<file path="src/design/clk_ctrl_defs.vh">
// Constants of the system clock control block: register offsets, field
// positions, reset values and timing counts.
// Assumes a 100 MHz master clock and 32-bit Avalon-MM byte addressing.
`ifndef CLK_CTRL_DEFS_VH
`define CLK_CTRL_DEFS_VH

`define PRESCALE_CTRL_INDEX 8'h61
`define RC_TRIM_INDEX 8'h66
`define CLK_STATUS_INDEX 8'h70
`define CLK_STATUS_ADDR 10'h01C0
`define PRESCALE_CTRL_ADDR 10'h0184
`define RC_TRIM_ADDR 10'h0198
`define TIMER_ASYNC_ADDR 10'h01C4

`define PCE_BIT 7
`define PSEL_MSB 3
`define PSEL_LSB 0
`define PSEL_RESET_DIV8 4'h3
`define PSEL_RESET_NODIV 4'h0
`define PSEL_MAX 4'h8
`define PCE_WINDOW 3'h4
`define PCE_WRITE_VALUE 8'h80

`define SRC_EXT_CLOCK 4'h0
`define SRC_RC_OSC 4'h2

`define SUT_FAST 2'h0
`define SUT_MEDIUM 2'h1
`define SUT_SLOW 2'h2
`define SLEEP_WAKE_CK 16'h0006
`define RESET_BASE_CK 16'h000E
`define DELAY_MEDIUM_US 4100
`define DELAY_SLOW_US 65000
`define CLK_MHZ 100
`define PIN_IDLE_LIMIT 16'hFFFF

`endif

</file>
<file path="src/design/clock_control.v">
// System clock control: source selection, start-up delay, prescaler,
// clock output and RC oscillator trim, with an Avalon-MM register slave.
// Assumes fuse inputs are static and the master clock runs undivided.
//
// Summary of operation
// - Fuse code 0000 selects the external clock.
// - Start-up time fuses set the reset delay; the wake delay is fixed.
// - Timer oscillator only with RC clock selected and active prescaler select 0 or 1.
// - Enable bit lets timer pin take clock.
// - Output fuse drives system clock, even in reset.
// - Clock output carries the divided clock.
// - Prescaler divides io, core and memory clocks.
// - No glitches or overfast clocks while switching.
// - New rate after one old, one-two new periods.
// - Enable bit updates only with other bits zero.
// - Enable clears after four cycles or selection write.
// - Rewriting enable neither restarts nor clears window.
// - Reset selection is 0011 with divide fuse.
// - Any selection value may be written.
// - Codes 0-8 divide by powers of two.
// - Reset loads factory calibration into trim register.
// - Top trim bit picks low or high range.
// - Lower seven bits tune within the range.
// - Fuse code 0010 selects the internal RC oscillator.
`timescale 1ns/1ps
`default_nettype none
`include "clk_ctrl_defs.vh"
module clock_control #(
  parameter [7:0] FACTORY_TRIM = 8'h80,
  parameter DELAY_MEDIUM_CK = `DELAY_MEDIUM_US * `CLK_MHZ,
  parameter DELAY_SLOW_CK = `DELAY_SLOW_US * `CLK_MHZ
) (
  input wire mclk,
  input wire nrst,
  input wire [9:0] avs_address,
  input wire avs_read,
  input wire avs_write,
  input wire [31:0] avs_writedata,
  input wire [3:0] avs_byteenable,
  output reg [31:0] avs_readdata,
  output reg avs_waitrequest,
  output reg [1:0] avs_response,
  input wire [3:0] clock_source_select_fuses,
  input wire [1:0] startup_time_fuses,
  input wire clock_output_fuse,
  input wire divide_by_eight_fuse,
  input wire wake_request,
  input wire external_clock_input,
  input wire timer_osc_pin_one,
  output reg core_clock_en_q,
  output reg peripheral_io_clock_en_q,
  output reg program_memory_clock_en_q,
  output reg clock_output_pin,
  output reg clock_output_oe,
  output reg chip_ready_q,
  output reg use_external_clock_q,
  output reg use_rc_osc_q,
  output reg timer_osc_enable_q,
  output reg timer_clock_sample_q,
  output reg [7:0] rc_oscillator_trim_q,
  output reg [3:0] active_select_q
);
  reg rst_s1_q;
  reg rst_n;
  always @(posedge mclk or negedge nrst) begin
    if (!nrst) begin
      rst_s1_q <= 1'b0;
      rst_n <= 1'b0;
    end else begin
      rst_s1_q <= 1'b1;
      rst_n <= rst_s1_q;
    end
  end

  // Three-stage pin synchroniser; a change counts when stages two and three agree.
  reg [2:0] ext_sync_q;
  reg [2:0] tosc_sync_q;
  reg ext_clk_q;
  reg tosc_clk_q;
  always @(posedge mclk or negedge rst_n) begin
    if (!rst_n) begin
      ext_sync_q <= 3'h0;
      tosc_sync_q <= 3'h0;
      ext_clk_q <= 1'b0;
      tosc_clk_q <= 1'b0;
    end else begin
      ext_sync_q <= {ext_sync_q[1:0], external_clock_input};
      tosc_sync_q <= {tosc_sync_q[1:0], timer_osc_pin_one};
      if (ext_sync_q[1] == ext_sync_q[2])
        ext_clk_q <= ext_sync_q[2];
      if (tosc_sync_q[1] == tosc_sync_q[2])
        tosc_clk_q <= tosc_sync_q[2];
    end
  end

  // Neither pin clocks any logic here, since the master clock already is the
  // system clock; a source that stops shows in the status word instead.
  // A source slower than about 760 Hz reads as stopped.
  reg ext_clk_d1_q;
  reg tosc_clk_d1_q;
  reg [15:0] ext_idle_q;
  reg [15:0] tosc_idle_q;
  reg ext_alive_q;
  reg tosc_alive_q;
  always @(posedge mclk or negedge rst_n) begin
    if (!rst_n) begin
      ext_clk_d1_q <= 1'b0;
      tosc_clk_d1_q <= 1'b0;
      ext_idle_q <= 16'h0000;
      tosc_idle_q <= 16'h0000;
      ext_alive_q <= 1'b0;
      tosc_alive_q <= 1'b0;
    end else begin
      ext_clk_d1_q <= ext_clk_q;
      tosc_clk_d1_q <= tosc_clk_q;
      if (ext_clk_q != ext_clk_d1_q) begin
        ext_idle_q <= 16'h0000;
        ext_alive_q <= 1'b1;
      end else if (ext_idle_q == `PIN_IDLE_LIMIT) begin
        ext_alive_q <= 1'b0;
      end else begin
        ext_idle_q <= ext_idle_q + 16'h0001;
      end
      if (tosc_clk_q != tosc_clk_d1_q) begin
        tosc_idle_q <= 16'h0000;
        tosc_alive_q <= 1'b1;
      end else if (tosc_idle_q == `PIN_IDLE_LIMIT) begin
        tosc_alive_q <= 1'b0;
      end else begin
        tosc_idle_q <= tosc_idle_q + 16'h0001;
      end
    end
  end

  // Straps are caught on the first clock after reset release.
  reg fuses_taken_q;
  reg [3:0] src_q;
  reg [1:0] sut_q;
  reg clock_output_fuse_q;
  always @(posedge mclk or negedge rst_n) begin
    if (!rst_n) begin
      fuses_taken_q <= 1'b0;
      src_q <= `SRC_RC_OSC;
      sut_q <= `SUT_FAST;
      clock_output_fuse_q <= 1'b0;
    end else if (!fuses_taken_q) begin
      fuses_taken_q <= 1'b1;
      src_q <= clock_source_select_fuses;
      sut_q <= startup_time_fuses;
      clock_output_fuse_q <= clock_output_fuse;
    end
  end

  // Start-up delay: reset base count plus the fuse-selected extra.
  localparam ST_LOAD = 3'b001;
  localparam ST_COUNT = 3'b010;
  localparam ST_RUN = 3'b100;
  reg [2:0] st_q;
  reg [31:0] delay_q;
  reg [3:0] sel_q;
  reg pce_q;
  reg [2:0] pce_cnt_q;
  reg timer_ext_en_q;
  wire [31:0] extra_w = (sut_q == `SUT_MEDIUM) ? DELAY_MEDIUM_CK :
                        (sut_q == `SUT_SLOW) ? DELAY_SLOW_CK : 32'h0000_0000;
  always @(posedge mclk or negedge rst_n) begin
    if (!rst_n) begin
      st_q <= ST_LOAD;
      delay_q <= 32'h0000_0000;
      chip_ready_q <= 1'b0;
    end else begin
      case (st_q)
        ST_LOAD: begin
          if (fuses_taken_q) begin
            delay_q <= {16'h0000, `RESET_BASE_CK} + extra_w;
            st_q <= ST_COUNT;
          end
        end
        ST_COUNT: begin
          if (delay_q <= 32'h0000_0001) begin
            chip_ready_q <= 1'b1;
            st_q <= ST_RUN;
          end else begin
            delay_q <= delay_q - 32'h0000_0001;
          end
        end
        ST_RUN: begin
          if (wake_request && chip_ready_q) begin
            // A wake from a deep sleep stalls the core for the short count.
            chip_ready_q <= 1'b0;
            delay_q <= {16'h0000, `SLEEP_WAKE_CK};
            st_q <= ST_COUNT;
          end
        end
        default: st_q <= ST_LOAD;
      endcase
    end
  end

  wire tick_w;
  wire [3:0] act_w;
  glitchfree_divider #(.CW(8)) u_div (
    .mclk(mclk),
    .rst_n(rst_n),
    .sel(sel_q),
    .tick_q(tick_w),
    .active_sel_q(act_w)
  );

  // Bus decode; each access answers after one wait cycle.
  wire hit_pce_w = (avs_address == `PRESCALE_CTRL_ADDR);
  wire hit_trim_w = (avs_address == `RC_TRIM_ADDR);
  wire hit_stat_w = (avs_address == `CLK_STATUS_ADDR);
  wire hit_tim_w = (avs_address == `TIMER_ASYNC_ADDR);
  reg done_q;
  wire req_w = (avs_read || avs_write) && avs_waitrequest && !done_q;
  wire wr_w = avs_write && req_w && avs_byteenable[0];
  wire [7:0] wd_w = avs_writedata[7:0];
  wire pce_wr_w = wr_w && hit_pce_w && (wd_w == `PCE_WRITE_VALUE);
  wire psel_wr_w = wr_w && hit_pce_w && !wd_w[`PCE_BIT];

  always @(posedge mclk or negedge rst_n) begin
    if (!rst_n) begin
      sel_q <= `PSEL_RESET_NODIV;
      pce_q <= 1'b0;
      pce_cnt_q <= 3'h0;
      rc_oscillator_trim_q <= 8'h00;
      timer_ext_en_q <= 1'b0;
    end else begin
      if (!fuses_taken_q) begin
        sel_q <= divide_by_eight_fuse ? `PSEL_RESET_DIV8 : `PSEL_RESET_NODIV;
        rc_oscillator_trim_q <= FACTORY_TRIM;
      end else begin
        if (psel_wr_w && pce_q) begin
          sel_q <= wd_w[`PSEL_MSB:`PSEL_LSB];
          pce_q <= 1'b0;
        end else if (pce_wr_w && !pce_q) begin
          pce_q <= 1'b1;
          pce_cnt_q <= `PCE_WINDOW;
        end else if (pce_q) begin
          // A repeated enable write falls here and the count keeps running down.
          if (pce_cnt_q <= 3'h1)
            pce_q <= 1'b0;
          pce_cnt_q <= pce_cnt_q - 3'h1;
        end
        // Selection writes with the window closed drop out above.
        if (wr_w && hit_trim_w)
          rc_oscillator_trim_q <= wd_w;
        if (wr_w && hit_tim_w)
          timer_ext_en_q <= wd_w[0];
      end
    end
  end

  always @(posedge mclk or negedge rst_n) begin
    if (!rst_n) begin
      avs_waitrequest <= 1'b1;
      avs_readdata <= 32'h0000_0000;
      avs_response <= 2'h0;
      done_q <= 1'b0;
    end else begin
      avs_waitrequest <= 1'b1;
      done_q <= 1'b0;
      if (req_w) begin
        avs_waitrequest <= 1'b0;
        done_q <= 1'b1;
        avs_response <= (hit_pce_w || hit_trim_w || hit_stat_w || hit_tim_w) ? 2'h0 : 2'h2;
        if (avs_read) begin
          if (hit_pce_w)
            avs_readdata <= {24'h00_0000, pce_q, 3'h0, sel_q};
          else if (hit_trim_w)
            avs_readdata <= {24'h00_0000, rc_oscillator_trim_q};
          else if (hit_stat_w)
            avs_readdata <= {16'h0000, act_w, src_q, 2'h0, sut_q, tosc_alive_q, ext_alive_q, clock_output_fuse_q, chip_ready_q};
          else if (hit_tim_w)
            avs_readdata <= {31'h0000_0000, timer_ext_en_q};
          else
            avs_readdata <= 32'h0000_0000;
        end
      end
    end
  end

  // Clock enables and the output pin.
  reg clock_output_pin_q;
  always @(posedge mclk or negedge rst_n) begin
    if (!rst_n) begin
      core_clock_en_q <= 1'b0;
      peripheral_io_clock_en_q <= 1'b0;
      program_memory_clock_en_q <= 1'b0;
      clock_output_pin_q <= 1'b0;
      use_external_clock_q <= 1'b0;
      use_rc_osc_q <= 1'b0;
      timer_osc_enable_q <= 1'b0;
      timer_clock_sample_q <= 1'b0;
      active_select_q <= 4'h0;
    end else begin
      core_clock_en_q <= tick_w && chip_ready_q;
      peripheral_io_clock_en_q <= tick_w && chip_ready_q;
      program_memory_clock_en_q <= tick_w && chip_ready_q;
      active_select_q <= act_w;
      if (tick_w)
        clock_output_pin_q <= ~clock_output_pin_q;
      use_external_clock_q <= fuses_taken_q && (src_q == `SRC_EXT_CLOCK);
      use_rc_osc_q <= fuses_taken_q && (src_q == `SRC_RC_OSC);
      timer_osc_enable_q <= fuses_taken_q && (src_q == `SRC_RC_OSC) && (act_w <= 4'h1);
      timer_clock_sample_q <= timer_ext_en_q ? tosc_clk_q : 1'b0;
    end
  end

  // The pin register has no reset at all so the clock keeps going.
  // No reset may stop this toggle, so it is given a start value instead.
  reg clock_output_pin_free_q = 1'b0;
  always @(posedge mclk) begin
    clock_output_pin_free_q <= ~clock_output_pin_free_q;
    clock_output_pin <= rst_n ? clock_output_pin_q : clock_output_pin_free_q;
    clock_output_oe <= rst_n ? clock_output_fuse_q : clock_output_fuse;
  end
endmodule
`default_nettype wire

</file>
<file path="src/design/glitchfree_divider.v">
// Glitch-free power-of-two clock divider producing a one-cycle enable tick.
// Assumes the select input is stable except when the owner hands a new one.
`timescale 1ns/1ps
`default_nettype none
`include "clk_ctrl_defs.vh"
module glitchfree_divider #(
  parameter CW = 8
) (
  input wire mclk,
  input wire rst_n,
  input wire [3:0] sel,
  output reg tick_q,
  output reg [3:0] active_sel_q
);
  reg [CW-1:0] cnt_q;
  reg [3:0] pend_q;
  reg pend_v_q;

  function [CW-1:0] div_mask;
    input [3:0] s;
    begin
      div_mask = (s > `PSEL_MAX) ? {CW{1'b0}} : ((({{(CW-1){1'b0}}, 1'b1}) << s) - {{(CW-1){1'b0}}, 1'b1});
    end
  endfunction

  wire last_w = ((cnt_q & div_mask(active_sel_q)) == div_mask(active_sel_q));

  // Switching only at the end of an old period means no short pulse appears.
  always @(posedge mclk or negedge rst_n) begin
    if (!rst_n) begin
      cnt_q <= {CW{1'b0}};
      tick_q <= 1'b0;
      pend_q <= 4'h0;
      pend_v_q <= 1'b0;
      active_sel_q <= 4'h0;
    end else begin
      tick_q <= last_w;
      if (sel != active_sel_q && !pend_v_q) begin
        pend_q <= sel;
        pend_v_q <= 1'b1;
      end
      if (last_w) begin
        cnt_q <= {CW{1'b0}};
        if (pend_v_q) begin
          active_sel_q <= pend_q;
          pend_v_q <= 1'b0;
        end
      end else begin
        cnt_q <= cnt_q + {{(CW-1){1'b0}}, 1'b1};
      end
    end
  end
endmodule
`default_nettype wire

</file>
<file path="config.mk">
export PLATFORM = sky130hd
export DESIGN_NAME = clock_control
export DESIGN_NICKNAME = d
export VERILOG_FILES = /design/src/design/clock_control.v /design/src/design/glitchfree_divider.v
export VERILOG_INCLUDE_DIRS = /design/src /design/src/design
export SDC_FILE = /design/constraint.sdc
export NUM_CORES = 1
export LEC_CHECK = 0
export BUFFER_PORTS_ARGS = -buffer_cell sky130_fd_sc_hd__buf_2
export CORE_UTILIZATION = 57
export CTS_BUF_LIST = sky130_fd_sc_hd__clkbuf_16
export DETAILED_ROUTE_END_ITERATION = 8
export GPL_TIMING_DRIVEN = 0
export PLACE_DENSITY_LB_ADDON = 0.08
export SETUP_SLACK_MARGIN = 0.15
export SYNTH_ARGS = -nofsm -noshare
export SYNTH_HDL_FRONTEND = slang
export SYNTH_SLANG_ARGS = --single-unit
</file>
<file path="constraint.sdc">
create_clock -name mclk -period 6.75 [get_ports mclk]
set_input_delay 1.0125 -clock mclk [delete_from_list [all_inputs] [get_ports mclk]]
set_output_delay 1.0125 -clock mclk [all_outputs]
set_load 0.01 [all_outputs]
</file>
==> flow_summary.yaml, run 1 <==
outcome:
  status: "complete, no violations"
critical_path:
  criticalPathCategory: "reg2reg"
  reg2reg_setup_slack_ns: 3.80
  start_kind: "register"
  worst_ep_arrival_time_ns: 3.27
  end_kind: "register"
  crit_start: "u_div.active_sel_q[3]"
  endpoint: "u_div.active_sel_q[2]"
  reg2regPathDepth: 9
  crit_fanout: 10
  r2r_end: "u_div.active_sel_q[2]"
  critPathRequiredTime_ns: 7.07
  rr_startpoint: "u_div.active_sel_q[3]"
clock_tree:
  cts.sinks: 157
  insertion_delay_ns: 0.44
  numCtsBuffers: 17
  clockBufferDepth: 2
  root_buffer: "clkbuf_16"
  ctsHtreeMaxLevel: 4
  clkTransAtPathRegs_ns: 0.07
  ctsResizeCount: 0
  cts_tree: "yes"
  cts_setup_buffers: 0
  cts_hold_buf: 0
sta:
  fin_crit_ns: 2.95
  setup_tns_ns: 0
  slew_viol_final: 0
  tightest_slew_ns: 1.08
  setup_viol: 0
  min_period_over_period_pct: 43.7
  max_freq_mhz: 339
  hold_viol: 0
  rsz0062_at_grt: "no"
  finClkSkew_ns: 0.0166
  hold_ws_ns: 0.288
  max_slew_margin_pct: 27.4
power_and_ir_drop:
  clkPwrFrac_pct: 30.3
  power.internal_mw: 1.92
  ir_drop_mv: 0.195
  switchingPower_mw: 1.06
  leakage_nw: 4.08
  p_comb_share_pct: 28.5
  p_per_area_mw_per_mm2: 329
  switching_share_pct: 35.4
  power_frac_seq_pct: 41.2
global_routing:
  grt_first_pass_wirelength_um: 31000
  grt_pass1_vias: 6228
  overflow: 0
  grt_usage_pct: 27.9
  antenna_found_initial: 1
  grt_start_max_net_pins: 64
route:
  dr.pass1.iters: 7
  routed-via-count: 6417
  wl_per_cell_um: 17.1
  drt_wl_total_um: 18400
  drtIter0Drc: 553
  drc: 0
  ant_nets: 0
  via_per_inst: 5.96
die:
  dieHeight_um: 119
  core_area_mm2: 0.0133
  io_pins: 118
  start_util_pct: 58.6
  fp.dieArea_mm2: 0.0141
  rows: 42
  die_width_um: 119
synth:
  synth-main-ff-cell: "dfrtp_1"
  netlist_area_mm2: 0.00779
  synth_area_per_cell_um2: 10.0
  synth_edf_count: 0
  synth_warnings: 0
  ys_types: 78
  ys_ff_latch: 157
  async_flop_share_pct: 98.1
  syn-instance-count: 777
  seq_area_frac_synth_pct: 50.3
cells_and_area:
  final_cell_mix: "150 x dfrtp_1, 75 x nand2_1, 74 x buf_2, 67 x nor2_1, 39 x nand3_1"
  antenna_cells: 0
  fillers: 1045
  drive_gt1_share_pct: 18.8
  final_nets: 959
  syn_to_final_growth_pct: 16.2
  final_common_cell: "dfrtp_1"
min_path:
  hp-class: "reg2async"
placed_design:
  gp_congestion: 0.942
  dpl.hpwl_um: 12700
  place.port_buffers: 73
run:
  maxCapViolCount: 0
worst max-delay path: stages (launching register included):
cell and delay (ns):
dfrtp_1 0.43, clkbuf_1 0.26, nor4_1 0.41, inv_1 0.08, ha_1 0.29, or4_1 0.42
a211o_1 0.29, and4b_1 0.23, o2bb2ai_1 0.17, a32o_1 0.24
metrics by stage:
stage	total power [mW]	area [um^2]	util, %	instances	setup slack (ns)
after global routing	3.15	9050	68.1	1077	3.68
after CTS	2.98	9050	68.1	1077	3.83
after global placement	2.03	8440	63.5	1043	0.480
after floorplan	1.83	7860	-	794	2.08
final	2.98	9050	68.1	1077	3.80
after detailed placement	2.08	8500	63.9	1045	3.78
power groups by stage:
stage          Sequential, mW  Clock (mW)  Combinational (mW)
5_1_grt                  1.25       0.952               0.948
6_report                 1.23       0.902               0.849
2_1_floorplan            1.23           0               0.600
3_3_place_gp             1.25           0               0.787
4_1_cts                  1.22       0.914               0.843
3_5_place_dp             1.24           0               0.837
layer usage:
layer / wire length (um) / GRT usage [%] / share of wire (%)
met1: 7840 / 36.3 / 43
met2: 9080 / 46.2 / 49
met3: 1050 / 5.03 / 5.7
met4: 379 / 11.6 / 2.1
met5: 10 / 0 / 0.054
state kept, by name (all words and copies together), names as in the netlist, 8 cells and up:
signal                flops
tosc_idle_q              16
rc_oscillator_trim_q      8
ext_idle_q               16
avs_readdata             16
u_div.cnt_q               8
delay_q                  32
cell usage after synthesis (all sizes together) (5+ instances only):
cell type / count / share of area (%)
a211oi: 6 / 0.64
a21boi: 8 / 0.77
a21oi: 35 / 2.3
a221oi: 6 / 0.67
a31oi: 5 / 0.40
a32o: 8 / 1.0
and2: 7 / 0.56
and3: 16 / 1.3
and4: 6 / 0.67
buf: 24 / 2.4
clkbuf: 28 / 1.3
dfrtp: 151 / 48
ha: 10 / 1.6
inv: 21 / 1.0
mux2: 13 / 1.9
mux2i: 14 / 1.8
nand2: 76 / 3.7
nand2b: 6 / 0.48
nand3: 40 / 2.6
nand4: 15 / 1.2
nor2: 67 / 3.2
nor2b: 10 / 0.80
nor3: 21 / 1.5
nor4: 14 / 1.8
o211ai: 10 / 0.96
o21ai: 27 / 1.7
o21bai: 5 / 0.48
o22ai: 6 / 0.56
o311ai: 6 / 0.67
o41ai: 5 / 0.56
or3: 18 / 1.6
or4: 7 / 0.67
xnor2: 17 / 1.9
xor2: 14 / 1.6
cells by family (layout without fill, tap and decap cells):
family          count (synthesis)  count (layout)  synth area share (%)
mux                            27              27                  3.68
other cells                     2              19                0.0964
compound gates                156             156                  14.0
fa+ha+maj                      12              12                  1.86
flops                         157             157                  50.3
simple gates                  319             319                  21.9
xor+xnor                       31              31                  3.48
buf+inv                        73             180                  4.74
worst min-delay path by stage:
| stage | to | start | cells past startpoint |
|---|---|---|---|
| after global routing | pce_cnt_q[1] | rst_n | 0 |
| after detailed placement | pce_cnt_q[1] | rst_n | 0 |
| after global placement | ext_sync_q[1] | ext_sync_q[0] | 0 |
| after floorplan | ext_sync_q[1] | ext_sync_q[0] | 0 |
| final | pce_cnt_q[1] | rst_n | 0 |
| after CTS | pce_cnt_q[1] | rst_n | 0 |
area by class of cell:
| cell class | count | area, um^2 | share of cell area [%] |
|---|---|---|---|
| inverter | 21 | 78.8 | 0.871 |
| clock buffer | 17 | 425 | 4.70 |
| sequential | 157 | 3920 | 43.3 |
| multi-input combinational | 564 | 3570 | 39.4 |
| buffer | 52 | 290 | 3.21 |
| clock inverter | 15 | 126 | 1.40 |
| timing repair buffer | 75 | 420 | 4.64 |
| tap | 176 | 220 | 2.43 |
Note: power is estimated with default switching activity, not from simulation.
==> run 2, diff against run 1 <==
clock period = 3 ns   (was 6.75 ns; I/O delays follow)
==> flow_summary.yaml, run 2 (same netlist as run 1, synthesis figures left out) <==
outcome:
  status: "complete, no violations"
critical_path:
  worst_ep_arrival_time_ns: 3.07
  critPathRequiredTime_ns: 3.31
  end_kind: "register"
  critPathSlowestCell: "dfrtp_1"
  crit_path_max_incr_delay_ns: 0.45
  criticalPathCategory: "reg2reg"
  path_cells: "buf_4 -> nor4_4 -> inv_1 -> ha_2 -> or4_1 -> a211o_1 -> and4b_1 -> o2bb2ai_1 -> a32o_1"
  start_kind: "register"
  crit_fanout: 10
cells_and_area:
  final_nets: 963
  largest_reg_flops: 32
  fin_util_pct: 68.9
  syn_to_final_growth_pct: 17.6
  fillers: 1007
  final_cell_mix: "150 x dfrtp_1, 75 x nand2_1, 74 x buf_2, 66 x nor2_1, 39 x nand3_1"
  antenna_cells: 0
  stdcell_count: 1081
  final_common_cell: "dfrtp_1"
  drive_gt1_share_pct: 19.7
  top_register: "delay_q"
placed_design:
  dpl.hpwl_um: 12900
  place.port_buffers: 73
  dp_cells: 1045
  gp_congestion: 0.937
clock_tree:
  root_buffer: "clkbuf_16"
  clockBufferDepth: 2
  cts_tree: "yes"
  clkTransAtPathRegs_ns: 0.06
  ctsHtreeMaxLevel: 4
  numCtsBuffers: 17
  cts.sinks: 157
  insertion_delay_ns: 0.43
global_routing:
  met3_usage_pct: 5.60
  busiest_layer: "met2"
  overflow: 0
  grtUsageMet1_pct: 36.0
  antenna_found_initial: 0
  grt_pass1_vias: 6421
  grt_usage_pct: 27.9
  grt_util_met2_pct: 46.1
  grt_first_pass_wirelength_um: 31100
  grt_start_max_net_pins: 77
power_and_ir_drop:
  p_per_area_mw_per_mm2: 756
  leakage_nw: 4.13
  ir_drop_mv: 0.464
route:
  drtIter0Drc: 560
  wl_per_cell_um: 17.2
  dr.pass1.iters: 5
  drc: 0
  ant_nets: 0
  routed-via-count: 6503
  via_per_inst: 6.02
  drt_wl_total_um: 18600
sta:
  fin_crit_ns: 2.76
  tightest_slew_ns: 1.09
  min_period_over_period_pct: 92.1
  max_freq_mhz: 362
  finClkSkew_ns: 0.00761
  slew_viol_final: 0
  hold_viol: 0
  setup_viol: 0
  hold_ws_ns: 0.127
  rsz0062_at_grt: "no"
  max_slew_margin_pct: 26.4
die:
  start_util_pct: 58.6
  io_pins: 118
  fp.dieArea_mm2: 0.0141
  dieHeight_um: 119
  rows: 42
  core_area_mm2: 0.0133
  die_width_um: 119
run:
  maxCapViolCount: 0
min_path:
  hp-class: "in2reg"
[run 2: cell count changes in the layout (fill, tap and decap cells not counted), sizes merged]
cell	before	now
inv	27	26
clkbuf	45	43
clkinv	6	5
bufinv	1	3
buf	99	104
dlygate4sd3	0	1
[run 2: final timing paths]
check                                       from                     to  slack [ns]  depth (start not counted)
setup / recovery           u_div.active_sel_q[3]  u_div.active_sel_q[0]        0.24                          9
setup reg to reg           u_div.active_sel_q[3]  u_div.active_sel_q[0]        0.24                          9
hold / removal              external_clock_input          ext_sync_q[0]        0.13                          1
hold reg to reg                            rst_n                 done_q        0.23                          0
max in group asynchronous                  rst_n               src_q[1]        1.74                          2
min in group asynchronous                  rst_n                 done_q        0.23                          0
[run 2: final cells by class]
cell class | instances | area, um^2 | area share, %
flip-flops and latches | 157 | 3920 | 42.8
multi-input cells | 564 | 3600 | 39.3
repair buffers | 79 | 453 | 4.94
clock buffers | 17 | 425 | 4.64
plain buffers | 52 | 297 | 3.24
well taps | 176 | 220 | 2.40
clock inverters | 15 | 171 | 1.87
inverters | 21 | 78.8 | 0.860
[run 2: per-stage QoR]
step | setup WS, ns | power (mW) | area (um^2) | setup TNS, ns
floorplan | 0.306 | 4.12 | 7860 | 0
global placement | -0.408 | 4.57 | 8440 | -59.81
detailed placement | 0.0872 | 4.67 | 8500 | 0
CTS | 0.210 | 6.89 | 9120 | 0
global route | 0.145 | 7.29 | 9170 | 0
finish | 0.237 | 6.92 | 9170 | 0
[run 2: report_power, final]
part	internal [mW]	total [mW]	switching (mW)	leakage (nW)
logic	0.755	1.96	1.21	1.83
registers	2.46	2.76	0.298	2.01
clock network	1.31	2.20	0.893	0.293
[run 2: metal layers]
layer | vias to the layer above | share of wire [%]
met5 | - | 0
met4 | 0 | 1.9
met3 | 39 | 6.0
met2 | 248 | 50
met1 | 3191 | 42
li1 | 3025 | -
[run 2: timing repair]
action / 4_1_cts / 5_1_grt
hold endpoints to repair: 2 / 0
gates resized for setup: 4 / 9
endpoints found under the setup margin: 8 / 19
hold buffers: 1 / 0
pin swaps: 0 / 2
buffers inserted: 0 / 3
[run 2: critical path, delay by kind of cell (launching register included)]
kind                     cells  cell delay [ns]
buffers and inverters        2             0.30
flip-flops                   1             0.45
AND/OR/NAND/NOR              3             0.94
AO/OA/AOI/OAI                3             0.72
adder cells (fa/ha/maj)      1             0.24
